`config.mk`:
```
export PLATFORM = sky130hd
export DESIGN_NAME = cps_top
export DESIGN_NICKNAME = d
export VERILOG_FILES = /design/src/cps_sync.v /design/src/cps_top.v
export VERILOG_INCLUDE_DIRS = /design/src /design/src/common
export SDC_FILE = /design/constraint.sdc
export NUM_CORES = 1
export LEC_CHECK = 0
export BUFFER_PORTS_ARGS = -buffer_cell sky130_fd_sc_hd__buf_2
export CAP_MARGIN = 20
export CORE_ASPECT_RATIO = 0.6
export CORE_UTILIZATION = 55
export DETAILED_ROUTE_END_ITERATION = 6
export PLACE_DENSITY = 0.72
export SLEW_MARGIN = 20
export SYNTH_ARGS = -nofsm -noshare
export SYNTH_HDL_FRONTEND = slang
export SYNTH_SLANG_ARGS = --single-unit
```
`constraint.sdc`:
```
create_clock -name sys_clk_i -period 2.8 [get_ports sys_clk_i]
set_input_delay 0.28 -clock sys_clk_i [delete_from_list [all_inputs] [get_ports sys_clk_i]]
set_output_delay 0.28 -clock sys_clk_i [all_outputs]
set_load 0.03 [all_outputs]
```
`src/common/cps_map.vh`:
```
// Constants for the configuration pin sequencer: sync bit positions,
// load modes, timing figures and derived cycle counts.
// Assumes a 40 MHz system clock; included by bare name.
`ifndef CPS_MAP_VH
`define CPS_MAP_VH

// System clock rate in MHz.
`define CPS_CLK_MHZ 40
// Extra wait in the clock-generating mode, least and most, in ns.
`define CPS_WAIT_MIN_NS 30000
`define CPS_WAIT_MAX_NS 300000
// Least wait rounded up to whole cycles.
`define CPS_WAIT_CYCLES ((`CPS_WAIT_MIN_NS * `CPS_CLK_MHZ + 999) / 1000)
// Power stabilisation and one clear pass, in cycles.
`define CPS_STAB_CYCLES 11'h020
`define CPS_CLEAR_CYCLES 11'h010
// Bytes that make up this device's own configuration.
`define CPS_LOAD_BYTES 8'h10
// Divider count at which the generated load clock toggles; the half period is eight cycles.
`define CPS_DIV_HALF 3'h7

// Load mode select codes.
`define CPS_MODE_MASTER 2'h0
`define CPS_MODE_BYTE 2'h2
`define CPS_MODE_SLAVE 2'h3

// Bit positions in the synchroniser vector.
`define CPS_SY_W 17
`define CPS_SY_LCLK 0
`define CPS_SY_SDIN 1
`define CPS_SY_CHSEL 2
`define CPS_SY_CW 3
`define CPS_SY_DONE 4
`define CPS_SY_M0 5
`define CPS_SY_M1 6
`define CPS_SY_SLEEPN 7
`define CPS_SY_RECFGN 8
`define CPS_SY_BUS 9
// Reset value of the synchroniser: the sleep and reconfigure request pins idle high.
`define CPS_SY_RST 17'h0_0180

`endif

```
`src/cps_sync.v`:
```
// Two flip-flop synchroniser for a vector of asynchronous pin levels.
// Assumes each bit is a level; the first stage feeds only the second.
`timescale 1ns/1ps
`default_nettype none

module cps_sync #(
	parameter W = 1,
	parameter [W-1:0] RST_VAL = {W{1'b0}}
) (
	// Clock and reset.
	input wire sys_clk_i,
	input wire sys_rst_i,
	// Levels in and out.
	input wire [W-1:0] async_i,
	output wire [W-1:0] sync_o
);

	genvar g;
	generate
		for (g = 0; g < W; g = g + 1) begin : g_bit
			reg meta_q;
			reg sync_q;
			always @(posedge sys_clk_i) begin
				if (sys_rst_i) begin
					meta_q <= RST_VAL[g];
					sync_q <= RST_VAL[g];
				end else begin
					meta_q <= async_i[g];
					sync_q <= meta_q;
				end
			end
			assign sync_o[g] = sync_q;
		end
	endgenerate

endmodule // cps_sync

`default_nettype wire

```
`src/cps_top.v`:
```
// Configuration pin sequencer: power-down, clear, wait, mode sample,
// serial or byte loading with chain forwarding, and I/O activation.
// Assumes pins arrive asynchronously and a 40 MHz system clock.
//
// Functional notes
// - Power-down disables I/O, resets flip-flops.
// - Inputs read Low during power-down.
// - Power-down keeps the stored configuration.
// - Power-down during load restarts configuration.
// - On wake enable inputs first, outputs after.
// - High flag driven High until I/O active.
// - Low flag driven Low until I/O active.
// - Clear/wait held Low during stabilise and clear.
// - External Low on clear/wait holds wait.
// - Clock-generating mode waits 30 us extra.
// - Clear/wait Low flags a load data error.
// - Serial data sampled on load clock rise.
// - Serial out changes on fall, 1.5 periods later.
// - Byte mode loads eight parallel data pins.
// - Chain select enables byte-mode participation.
// - Byte mode serial out enables next device.
// - User pins pulled High before completion.
// - Reconfigure release: finish clear, one more.
// - Mode select sampled after clear/wait High.
// - Completion output released when configuration ends.
`timescale 1ns/1ps
`default_nettype none
`include "cps_map.vh"

module cps_top (
	// Clock and reset.
	input wire sys_clk_i,
	input wire sys_rst_i,
	// Control pins.
	input wire sleep_request_n_i,
	input wire reconfig_n_i,
	input wire [1:0] load_mode_select_i,
	// Open-drain clear/wait indicator.
	input wire clear_wait_i,
	output wire clear_wait_o,
	output reg clear_wait_oe_o,
	// Open-drain completion indicator.
	input wire load_complete_i,
	output wire load_complete_o,
	output reg load_complete_oe_o,
	// Load clock pin.
	input wire load_clock_i,
	output reg load_clock_o,
	output reg load_clock_oe_o,
	// Configuration data pins.
	input wire ser_data_i,
	input wire chain_select_i,
	input wire [7:0] byte_load_bus_i,
	output reg ser_out_o,
	// Status flag pins.
	output reg cfg_active_high_flag_o,
	output reg cfg_active_low_flag_o,
	// User logic side.
	input wire user_flag_hi_i,
	input wire user_flag_lo_i,
	output reg user_in_en_o,
	output reg user_out_en_o,
	output reg user_pullup_o,
	// Configuration memory side.
	input wire cfg_error_i,
	output reg [7:0] cfg_word_o,
	output reg cfg_word_valid_o,
	output reg cfg_mem_clear_o,
	output reg cfg_valid_o
);

	localparam [7:0] ST_STAB = 8'h01;
	localparam [7:0] ST_CLEAR = 8'h02;
	localparam [7:0] ST_WAIT = 8'h04;
	localparam [7:0] ST_MODE = 8'h08;
	localparam [7:0] ST_DELAY = 8'h10;
	localparam [7:0] ST_LOAD = 8'h20;
	localparam [7:0] ST_START = 8'h40;
	localparam [7:0] ST_USER = 8'h80;
	localparam [31:0] WAIT_FULL = `CPS_WAIT_CYCLES;
	localparam [10:0] WAIT_CYC = WAIT_FULL[10:0];

	// Open-drain pins only ever pull Low.
	assign clear_wait_o = 1'b0;
	assign load_complete_o = 1'b0;

	reg [7:0] state_q, state_d;
	reg [10:0] cnt_q, cnt_d;
	reg [1:0] mode_q, mode_d;
	reg extra_q, extra_d;
	reg error_q, error_d;
	reg in_phase_q, in_phase_d;
	reg gen_clk_q;
	reg [2:0] div_q;
	reg lclk_prev_q;
	reg [7:0] sh_q;
	reg [2:0] bitcnt_q;
	reg [7:0] bytes_q;
	reg fwd1_q, fwd0_q;
	reg share_done_q;

	wire [`CPS_SY_W-1:0] sy_raw;
	wire [`CPS_SY_W-1:0] sy;
	wire sleep;
	wire master;
	wire lclk_src;
	wire lclk_rise;
	wire lclk_fall;
	wire loading;
	wire last_byte;

	function is_master;
		input [1:0] m;
		begin
			is_master = (m == `CPS_MODE_MASTER);
		end
	endfunction

	assign master = is_master(mode_q);
	// The generated clock is looped through the same synchroniser so that
	// data and clock keep the same latency in every mode.
	assign lclk_src = master ? gen_clk_q : load_clock_i;

	cps_sync #(
		.W(`CPS_SY_W),
		.RST_VAL(`CPS_SY_RST)
	) u_sync (
		.sys_clk_i(sys_clk_i),
		.sys_rst_i(sys_rst_i),
		.async_i({byte_load_bus_i, reconfig_n_i, sleep_request_n_i,
			load_mode_select_i, load_complete_i, clear_wait_i,
			chain_select_i, ser_data_i, lclk_src}),
		.sync_o(sy_raw)
	);

	assign sleep = ~sy_raw[`CPS_SY_SLEEPN];
	// Every pin but the sleep request itself reads Low while asleep.
	assign sy = sleep ? {`CPS_SY_W{1'b0}} : sy_raw;

	assign loading = (state_q == ST_LOAD) && !error_q;
	assign lclk_rise = loading && sy[`CPS_SY_LCLK] && !lclk_prev_q;
	assign lclk_fall = loading && !sy[`CPS_SY_LCLK] && lclk_prev_q;
	assign last_byte = (bytes_q == `CPS_LOAD_BYTES - 8'h01);

	// Sequencing of the configuration flow.
	always @* begin
		state_d = state_q;
		cnt_d = cnt_q;
		mode_d = mode_q;
		extra_d = extra_q;
		error_d = error_q;
		in_phase_d = in_phase_q;
		case (state_q)
		ST_STAB: begin
			cnt_d = cnt_q + 11'h001;
			if (cnt_q == `CPS_STAB_CYCLES) begin
				state_d = ST_CLEAR;
				cnt_d = 11'h000;
			end
		end
		ST_CLEAR: begin
			cnt_d = cnt_q + 11'h001;
			if (cnt_q == `CPS_CLEAR_CYCLES) begin
				cnt_d = 11'h000;
				// One pass always finishes; a release then earns one more.
				if (!sy[`CPS_SY_RECFGN]) begin
					extra_d = 1'b1;
				end else if (extra_q) begin
					extra_d = 1'b0;
				end else begin
					state_d = ST_WAIT;
				end
			end
		end
		ST_WAIT: begin
			if (sy[`CPS_SY_CW]) begin
				state_d = ST_MODE;
			end
		end
		ST_MODE: begin
			mode_d = {sy[`CPS_SY_M1], sy[`CPS_SY_M0]};
			cnt_d = 11'h000;
			if (is_master({sy[`CPS_SY_M1], sy[`CPS_SY_M0]})) begin
				state_d = ST_DELAY;
			end else begin
				state_d = ST_LOAD;
			end
		end
		ST_DELAY: begin
			cnt_d = cnt_q + 11'h001;
			if (cnt_q == WAIT_CYC - 11'h001) begin
				state_d = ST_LOAD;
			end
		end
		ST_LOAD: begin
			if (cfg_error_i) begin
				error_d = 1'b1;
			end
			// The pulse of the sixteenth word closes this device's share.
			if (!error_q && last_byte && cfg_word_valid_o) begin
				state_d = ST_START;
				in_phase_d = 1'b0;
			end
		end
		ST_START: begin
			// A Low held on the completion pin delays activation.
			if (sy[`CPS_SY_DONE]) begin
				if (!in_phase_q) begin
					in_phase_d = 1'b1;
				end else begin
					state_d = ST_USER;
				end
			end
		end
		ST_USER: begin
			state_d = ST_USER;
		end
		default: begin
			state_d = ST_STAB;
			cnt_d = 11'h000;
		end
		endcase
		// Reconfigure request from any state after stabilisation and clear.
		if (!sy[`CPS_SY_RECFGN] && state_q != ST_STAB &&
				state_q != ST_CLEAR) begin
			state_d = ST_CLEAR;
			cnt_d = 11'h000;
			extra_d = 1'b1;
			error_d = 1'b0;
		end
	end

	always @(posedge sys_clk_i) begin
		if (sys_rst_i) begin
			state_q <= ST_STAB;
			cnt_q <= 11'h000;
			mode_q <= `CPS_MODE_SLAVE;
			extra_q <= 1'b0;
			error_q <= 1'b0;
			in_phase_q <= 1'b0;
			cfg_valid_o <= 1'b0;
		end else if (sleep) begin
			// Sleep overrides every state; a loaded image survives it.
			cnt_q <= 11'h000;
			in_phase_q <= 1'b0;
			error_q <= 1'b0;
			extra_q <= 1'b0;
			if (cfg_valid_o) begin
				state_q <= ST_START;
			end else if (state_q != ST_STAB) begin
				state_q <= ST_CLEAR;
			end
		end else begin
			state_q <= state_d;
			cnt_q <= cnt_d;
			mode_q <= mode_d;
			extra_q <= extra_d;
			error_q <= error_d;
			in_phase_q <= in_phase_d;
			if (state_d == ST_CLEAR) begin
				cfg_valid_o <= 1'b0;
			end else if (state_d == ST_START) begin
				cfg_valid_o <= 1'b1;
			end
		end
	end

	// Load clock generation, edge detection and data reception.
	always @(posedge sys_clk_i) begin
		if (sys_rst_i || sleep || state_q != ST_LOAD) begin
			gen_clk_q <= 1'b0;
			div_q <= 3'h0;
			lclk_prev_q <= 1'b0;
			sh_q <= 8'h00;
			bitcnt_q <= 3'h0;
			bytes_q <= 8'h00;
			fwd1_q <= 1'b0;
			fwd0_q <= 1'b0;
			share_done_q <= 1'b0;
			cfg_word_o <= 8'h00;
			cfg_word_valid_o <= 1'b0;
		end else begin
			lclk_prev_q <= sy[`CPS_SY_LCLK];
			cfg_word_valid_o <= 1'b0;
			if (master && !error_q) begin
				div_q <= div_q + 3'h1;
				if (div_q == `CPS_DIV_HALF) begin
					gen_clk_q <= ~gen_clk_q;
				end
			end
			if (lclk_rise && !share_done_q) begin
				if (mode_q == `CPS_MODE_BYTE) begin
					if (sy[`CPS_SY_CHSEL]) begin
						cfg_word_o <= sy[`CPS_SY_BUS +: 8];
						cfg_word_valid_o <= 1'b1;
					end
				end else begin
					sh_q <= {sh_q[6:0], sy[`CPS_SY_SDIN]};
					bitcnt_q <= bitcnt_q + 3'h1;
					if (bitcnt_q == 3'h7) begin
						cfg_word_o <= {sh_q[6:0], sy[`CPS_SY_SDIN]};
						cfg_word_valid_o <= 1'b1;
					end
				end
			end
			if (cfg_word_valid_o) begin
				bytes_q <= bytes_q + 8'h01;
				if (last_byte) begin
					share_done_q <= 1'b1;
				end
			end
			// Two stages give one and a half periods from capture to fall.
			if (lclk_rise) begin
				fwd1_q <= sy[`CPS_SY_SDIN];
				fwd0_q <= fwd1_q;
			end
		end
	end

	// Pin drive derived from the state; all outputs are registered.
	always @(posedge sys_clk_i) begin
		if (sys_rst_i || sleep) begin
			// Asleep or in reset all user I/O is off.
			user_in_en_o <= 1'b0;
			user_out_en_o <= 1'b0;
			user_pullup_o <= 1'b1;
			cfg_active_high_flag_o <= 1'b1;
			cfg_active_low_flag_o <= 1'b0;
			clear_wait_oe_o <= 1'b1;
			load_complete_oe_o <= 1'b1;
			load_clock_o <= 1'b0;
			load_clock_oe_o <= 1'b0;
			ser_out_o <= 1'b0;
			cfg_mem_clear_o <= 1'b0;
		end else begin
			user_in_en_o <= (state_q == ST_USER) ||
				(state_q == ST_START && in_phase_q);
			user_out_en_o <= (state_q == ST_USER);
			user_pullup_o <= (state_q != ST_USER);
			if (state_q == ST_USER) begin
				cfg_active_high_flag_o <= user_flag_hi_i;
				cfg_active_low_flag_o <= user_flag_lo_i;
			end else begin
				cfg_active_high_flag_o <= 1'b1;
				cfg_active_low_flag_o <= 1'b0;
			end
			clear_wait_oe_o <= (state_q == ST_STAB) ||
				(state_q == ST_CLEAR) ||
				(state_q == ST_LOAD && error_q);
			load_complete_oe_o <= (state_q != ST_START) &&
				(state_q != ST_USER);
			cfg_mem_clear_o <= (state_q == ST_CLEAR);
			load_clock_o <= gen_clk_q;
			load_clock_oe_o <= master && (state_q == ST_LOAD);
			// Byte mode keeps the next device enabled once this share is in.
			if (mode_q == `CPS_MODE_BYTE) begin
				ser_out_o <= share_done_q || (state_q == ST_START) ||
					(state_q == ST_USER);
			end else if (state_q != ST_LOAD) begin
				ser_out_o <= 1'b0;
			end else if (lclk_fall) begin
				ser_out_o <= fwd0_q;
			end
		end
	end

endmodule // cps_top

`default_nettype wire

```
==> results of run 1 <==
[cell usage after synthesis, types with 9 or more instances]
| library cell | instances |
|---|---|
| sky130_fd_sc_hd__a211oi_1 | 9 |
| sky130_fd_sc_hd__a21oi_1 | 22 |
| sky130_fd_sc_hd__and3_1 | 11 |
| sky130_fd_sc_hd__clkbuf_1 | 12 |
| sky130_fd_sc_hd__dfxtp_1 | 105 |
| sky130_fd_sc_hd__mux2i_1 | 16 |
| sky130_fd_sc_hd__nand2_1 | 19 |
| sky130_fd_sc_hd__nand3_1 | 12 |
| sky130_fd_sc_hd__nor2_1 | 57 |
| sky130_fd_sc_hd__nor2b_1 | 32 |
| sky130_fd_sc_hd__nor3_1 | 10 |
| sky130_fd_sc_hd__xnor2_1 | 14 |
[logic make-up after synthesis]
| logic type | count (synthesis) | share of synthesized area [%] |
|---|---|---|
| AND/OR/NAND/NOR | 203 | 27.71 |
| flip-flops | 105 | 49.94 |
| adder cells (fa/ha/maj) | 7 | 2.081 |
| other | 1 | 0.08909 |
| XOR/XNOR | 20 | 4.162 |
| multiplexers | 16 | 3.805 |
| AO/OA/AOI/OAI | 56 | 8.502 |
| buffers and inverters | 31 | 3.716 |
[per-layer routing]
layer	GRT usage, %	vias up	wire, um
li1	-	1610	-
met1	35.71	1437	4374
met2	29.59	112	3360
met3	8.304	6	700
met4	6.061	0	61
met5	0	-	0
[final timing paths]
| path | start | to | slack (ns) | cells past startpoint |
|---|---|---|---|---|
| max | state_q[6] | cnt_q[7] | 0.42 | 5 |
| min | sleep_request_n_i | u_sync.g_bit[7].meta_q | 0.11 | 2 |
| max reg2reg | state_q[6] | cnt_q[7] | 0.42 | 5 |
| min reg2reg | u_sync.g_bit[8].meta_q | u_sync.g_bit[8].sync_q | 0.41 | 1 |
[report_power, final]
part	switching, W	leakage [nW]	internal (W)
combinational	0.0000693	0.805	0.0000546
sequential	0.0000200	0.854	0.00152
clock	0.000600	0.143	0.000629
total	0.000689	1.80	0.00221
[cell type report]
| type | instances | area [um^2] |
|---|---|---|
| multi-input combinational | 304 | 1954 |
| sequential | 105 | 2102 |
| fill | 623 | 2546 |
| clock inverter | 7 | 72.57 |
| clock buffer | 9 | 225.2 |
| tap | 104 | 130.1 |
| timing repair buffer | 50 | 270.3 |
| inverter | 7 | 26.28 |
[layout by cell type (no fill, tap or decap), drive strengths merged, types with 3 or more instances in the layout]
cell	count
and2	4
nor2b	32
nand3	12
or3	4
nand3b	4
xor2	6
nor3	11
and3	11
and4b	7
o211ai	3
or4	5
dfxtp	105
nor4	8
or2	4
o21ai	7
nor4b	5
xnor2	14
a211oi	9
clkinv	3
nand4	5
buf	50
nand2b	5
nand4b	4
inv	10
ha	7
clkbuf	9
a21oi	22
nor2	58
mux2i	16
nand2	19
[per-stage QoR]
step	util, %	power [W]	setup slack [ns]	hold slack [ns]
3_5_place_dp	61.19	0.001700	0.4396	0.3941
6_report	65.25	0.002896	0.4155	0.1062
5_1_grt	65.25	0.003001	0.2986	0.09256
2_1_floorplan	-	0.001658	0.7571	0.3836
3_3_place_gp	61.19	0.001693	0.3806	0.3918
4_1_cts	65.25	0.002919	0.4304	0.09737
[state kept, by name, summed over array words and instances, names as in the netlist, 2 cells and up]
register and flops:
mode_q 2, u_sync.g_bit.sync_q 17, bytes_q 8, state_q 8, sh_q 7, div_q 3, cfg_word_o 8, cnt_q 11
bitcnt_q 3, u_sync.g_bit.meta_q 17
==> results.txt, run 1 <==
- Leading post-synthesis cells by cell area: sky130_fd_sc_hd__dfxtp_1 (50%), sky130_fd_sc_hd__nor2_1 (5.1%), sky130_fd_sc_hd__nor2b_1 (4.8%)
- The number of setup buffers added after CTS is 0.
* Die width: 114.9 um
- Critical path arrival: 2.66 ns
- DRC violation count after routing: 0
- Fin Clk Skew: 0.007346 ns
* Number of buffer cells added on primary ports: 42
- GR Util All Layers: 23.12%
- Required time at the endpoint of the critical path: 3.07 ns
- The analysis attributes to cell leakage a power of 1.802 nW.
- For this design the ratio of total power to cell area is 605.8 nW/um^2.
- In the final layout, the share of cells above drive strength 1 is 16.18%.
- Instance count after placement with tap cells included: 570
* Clock network latency to the later pin of the worst-skew pair: 0.35 ns
- The wire-length estimate of the detail-placed layout is 6113 um.
* Setup Viol. Count Final: 0
- The repair_antennas step left the layout with diodes totalling 0.
* Buf/Inv on CP: 0
- Crit path max-delay cell type: sky130_fd_sc_hd__or3_1
- In the final routed layout, each cell accounts on average for 14.50 um.
- In the final timing run, aggregate negative setup slack is 0 ns.
* NumNets Final: 506
- Initial drt markers: 272
* Count of endpoints failing hold in the final timing report: 0
- Global-route wire length before repair: 13920 um
- The synthesized design devotes to its leading area cell type 49.94% of total area.
- Hold repair after CTS inserted 0 buffers.
- Summed over all layers, the global routing overflow is 0.
* Placed cell area: 4483 um^2
- Cell Count, Final, Fillers Out: 586
- Status: finished, final reports clean
- The kind of cell with the highest combined delay along the critical path is simple AND/OR/NAND/NOR gates.
- Slew of the pin with the lowest slew margin: 0.8660 ns
* Critical path capture point type: flop
- Relative to the synthesized area, the layout overhead comes to 13.59%.
- Number of iterations in the first detailed-routing pass: 4
* Level count of the clock H-tree: 3
- After layout, the minimum clock period comes to 2.384 ns.
* Path class of the lowest-slack min-delay path: input port to flop
- Num rows: 24
- Unrepaired setup endpoints after global routing: no
- The floorplan step defined a die boundary enclosing 8018 um^2.
- The signal on the critical path passes through nor2b_1 > and3_1 > or3_1 > or4_1 > a21oi_1.
- Synthesis inferred 105 register bits.
* Relative max-transition margin: 41.88%
- Highest Clock Rate: 419.4 MHz
* Maximum fanout along the worst path: 12
- Initial core utilization: 57.45%
* GP Congestion: 0.8549
* Inserted Clock Buffers: 9
- Number of warnings issued by yosys: 0
* Pin count of the biggest net entering global routing: 42
- CTS tree: yes
- Clock root buffer: sky130_fd_sc_hd__clkbuf_16
- Core box area: 7327 um^2
- Cell area after technology mapping: 4209 um^2
- Sequential element share of the synthesized area: 49.94%
* Via density per instance: 5.401
* Type of element launching the critical path: flop
- The initial antenna violation count came to 0.
- Average cell area after synthesis: 9.588 um^2
- Total I/O pin count: 45
- The synthesized netlist contains 53 unique library cells.
* Number of pins exceeding their max-slew limit in the final report: 0
- Total wirelength of the detailed-routed design: 8496 um
* Vias in the first global route: 2783
- Clk sink count: 105
* Die Y: 69.76 um
* Worst-case clock buffer depth: 2
- CTS-repair resized insts: 0
- Kind of critical path: flop to flop
- Max-cap violations in this run came to 0.
- After clock tree synthesis, the clock-pin slew on the worst setup and hold paths is 0.07 ns.
- Peak ir drop on the vdd network: 0.3558 mV
- After technology mapping, the gate count stands at 439.
- Post-route antenna net violation count: 0
- Largest area contributor in the netlist: sky130_fd_sc_hd__dfxtp_1
* Primary flip-flop cell chosen by synthesis mapping: sky130_fd_sc_hd__dfxtp_1
- The worst path uses 85.16% of the clock period.
- Summing over every cut layer, the via total after detailed routing is 3165.
- Count of flip-flops with a built-in enable after synthesis: 0
- Peak per-stage delay on the critical path: 0.57 ns
* Design area: 4781 um^2
- After synthesis, the share of flip-flops with an asynchronous set or reset is 0%.
(Power assumes the default switching activity.)
==> inputs of run 2 (changes only) <==
Settings changed: CORE_ASPECT_RATIO 0.6 to unset.
==> run 2 against run 1 <==
Utilization shrank 1.6 points. Combinational power is 6% lower. Final cell count decreased by 0.85%. First-iteration DRC count shrank 39%. Design area is 2.4% lower. Sequential power hardly changed. Routed wire length fell by 9.3%. Die area down 0.14%. Register-to-register slack improved by 0.04 ns. Clock skew is 0.0035 ns higher. Critical path type unchanged. Largest cell class unchanged.
==> results.txt, run 2 (synthesis gave the netlist of run 1 again) <==
- For the worst setup path, the data required time is 3.09 ns.
- Of the available clock period, the critical path in the final layout requires 83.56%.
* Die width: 89.48 um
- In the final design database the tool counted 506 nets.
- Antenna cells: 0
* Maximum fanout along the worst path: 12
- Fin Clk Skew: 0.01081 ns
* Crit path max-delay cell type: sky130_fd_sc_hd__or3_1
- Entering global routing, the biggest net connects 42 pins.
- Initial drt markers: 167
- Most common library cell in the layout ignoring fill and taps: sky130_fd_sc_hd__dfxtp_1
* Hold wc startpoint: reconfig_n_i
- The critical path contains buffers and inverters numbering 0 combined.
- After floorplanning, the core was sized to cover 7331 um^2.
- Kind of critical path: flop to flop
- Number of setup buffers added after CTS: 0
* Critical path capture point type: flop
* Layout Area Growth over Synthesis: 10.85%
- The layout has 621 filler cells.
* Detailed Place HPWL: 5570 um
- In the final layout, the share of cells above drive strength 1 is 16.18%.
* CTS tree: yes
* GP Congestion: 0.8963
* Number of buffers inserted by hold repair at cts: 0
- The signal on the critical path passes through nor2b_1 > and3_1 > or3_1 > or4_1 > a21oi_1.
- The endpoint identified for the worst register-to-register timing path is cnt_q[7].
- Peak ir drop on the vdd network: 0.3193 mV
* Reported leakage power: 1.752 nW
* Level count of the clock H-tree: 3
- Final TNS setup: 0 ns
- Summing over every cut layer, the via total after detailed routing is 3131.
- Using the TritonRoute via totals, the vias-per-cell ratio works out to 5.389.
- Clock network latency to the later pin of the worst-skew pair: 0.36 ns
- Global-route wire length before repair: 12460 um
- 45 I/O pins were placed.
- In this run the critical register-to-register path is launched from state_q[6].
- Before CTS, the worst setup slack after placement is 0.4000 ns.
- Count of endpoints failing hold in the final timing report: 0
- Inserted Clock Buffers: 9
- Unrepaired setup endpoints after global routing: no
- Max-cap violations in this run came to 0.
- Post-route antenna net violation count: 0
* Clock root buffer: sky130_fd_sc_hd__clkbuf_8
- Number of buffer cells added on primary ports: 42
- Logic depth of the worst register-to-register path: 5
- Smallest setup slack after layout: 0.4604 ns
- DRC violation count after routing: 0
- STA classifies the critical path startpoint as a flop.
- Status: finished, final reports clean
- Global routing used 20.80% of the available tracks.
* Regs by FF count: u_sync.g_bit.meta_q: 17 flops, u_sync.g_bit.sync_q: 17 flops, cnt_q: 11 flops
- After floorplanning, the core was divided into 31 placement rows.
- The initial antenna violation count was 0.
- Number of iterations in the first detailed-routing pass: 4
* Min-Delay Endpoint: u_sync.g_bit[8].meta_q
- CTS-repair resized insts: 0
* Worst reg2reg setup slack: 0.46 ns
* Mean routed wirelength per cell: 13.26 um
- Residual overflow from global routing: 0
* Worst-case clock buffer depth: 2
- The number of pins with negative max-slew slack in the final report came to 0.
- STA puts the critical path data arrival time at 2.63 ns.
- Clk sink count: 105
- Initial core utilization: 57.42%
- Peak per-stage delay on the critical path: 0.56 ns
- In the layout the commonest cells are sky130_fd_sc_hd__dfxtp_1 (105), sky130_fd_sc_hd__nor2_1 (57), sky130_fd_sc_hd__buf_2 (42).
- Cell area power density: 544.1 nW/um^2
- Slew of the pin with the lowest slew margin: 0.7448 ns
* Clk slew on worst S/H paths: 0.10 ns
- The die is 89.48 um tall.
* Area of the die: 8007 um^2
- The cell family contributing the most delay on the critical path is simple AND/OR/NAND/NOR gates.
- Derived from the worst setup path, the maximum achievable clock frequency is 427.4 MHz.
* Path class of the lowest-slack min-delay path: input port to flop
* Clock period minus worst slack: 2.340 ns
- Relative max-transition margin: 50.01%
- Vias in the first global route: 2670
- Total wirelength of the detailed-routed design: 7705 um
- Worst hold stages: 2
- Setup violations remaining at the end of the flow were counted as 0.
==> run 2: metrics by stage <==
stage	std cells	total power (W)	hold WS, ns	utilization [%]	instance area [um^2]
global route	581	0.002648	0.07849	63.65	4666
finish	581	0.002539	0.09756	63.65	4666
detailed placement	565	0.001693	0.3976	61.07	4477
CTS	581	0.002565	0.07764	63.65	4666
global placement	565	0.001691	0.3935	61.07	4477
floorplan	440	0.001658	0.3836	-	4213
==> run 2: how the worst max path moves through the flow <==
stage	slack, ns	start	cells after the start	endpoint
after floorplan	0.76	state_q[0]	7	cnt_q[1]
after global placement	0.53	cnt_q[4]	5	cnt_q[0]
after detailed placement	0.40	cnt_q[5]	5	cnt_q[5]
after CTS	0.39	cnt_q[4]	5	cnt_q[5]
after global routing	0.33	state_q[6]	5	cnt_q[8]
final	0.46	state_q[6]	5	cnt_q[7]
==> run 2: cell type report <==
cell class,count,area (um^2),area share (%)
Timing Repair Buffer,50,270.3,5.792
Clock inverter,6,51.30,1.099
Inverter,7,26.28,0.5632
Sequential cell,105,2102,45.05
Tap cell,99,123.9,2.655
Clock buffer,10,137.6,2.950
Multi-Input combinational cell,304,1954,41.89
==> run 2: worst register-to-register path: stages, from the launching register on <==
cell	delay, ns
sky130_fd_sc_hd__dfxtp_1	0.54
sky130_fd_sc_hd__nor2b_1	0.14
sky130_fd_sc_hd__and3_1	0.35
sky130_fd_sc_hd__or3_1	0.56
sky130_fd_sc_hd__or4_1	0.54
sky130_fd_sc_hd__a21oi_1	0.15
==> run 2: metal layers <==
| layer | GRT usage, % | share of wire [%] |
|---|---|---|
| met1 | 29.60 | 50 |
| met3 | 4.155 | 4.5 |
| met2 | 30.40 | 44 |
| met5 | 0 | 0 |
| met4 | 9.524 | 1.6 |
==> run 2: where the power goes <==
group	switching, W	internal, W	leakage [nW]
logic	0.0000639	0.0000535	0.805
registers	0.0000188	0.00152	0.854
clock network	0.000519	0.000360	0.0923
total	0.000602	0.00194	1.75
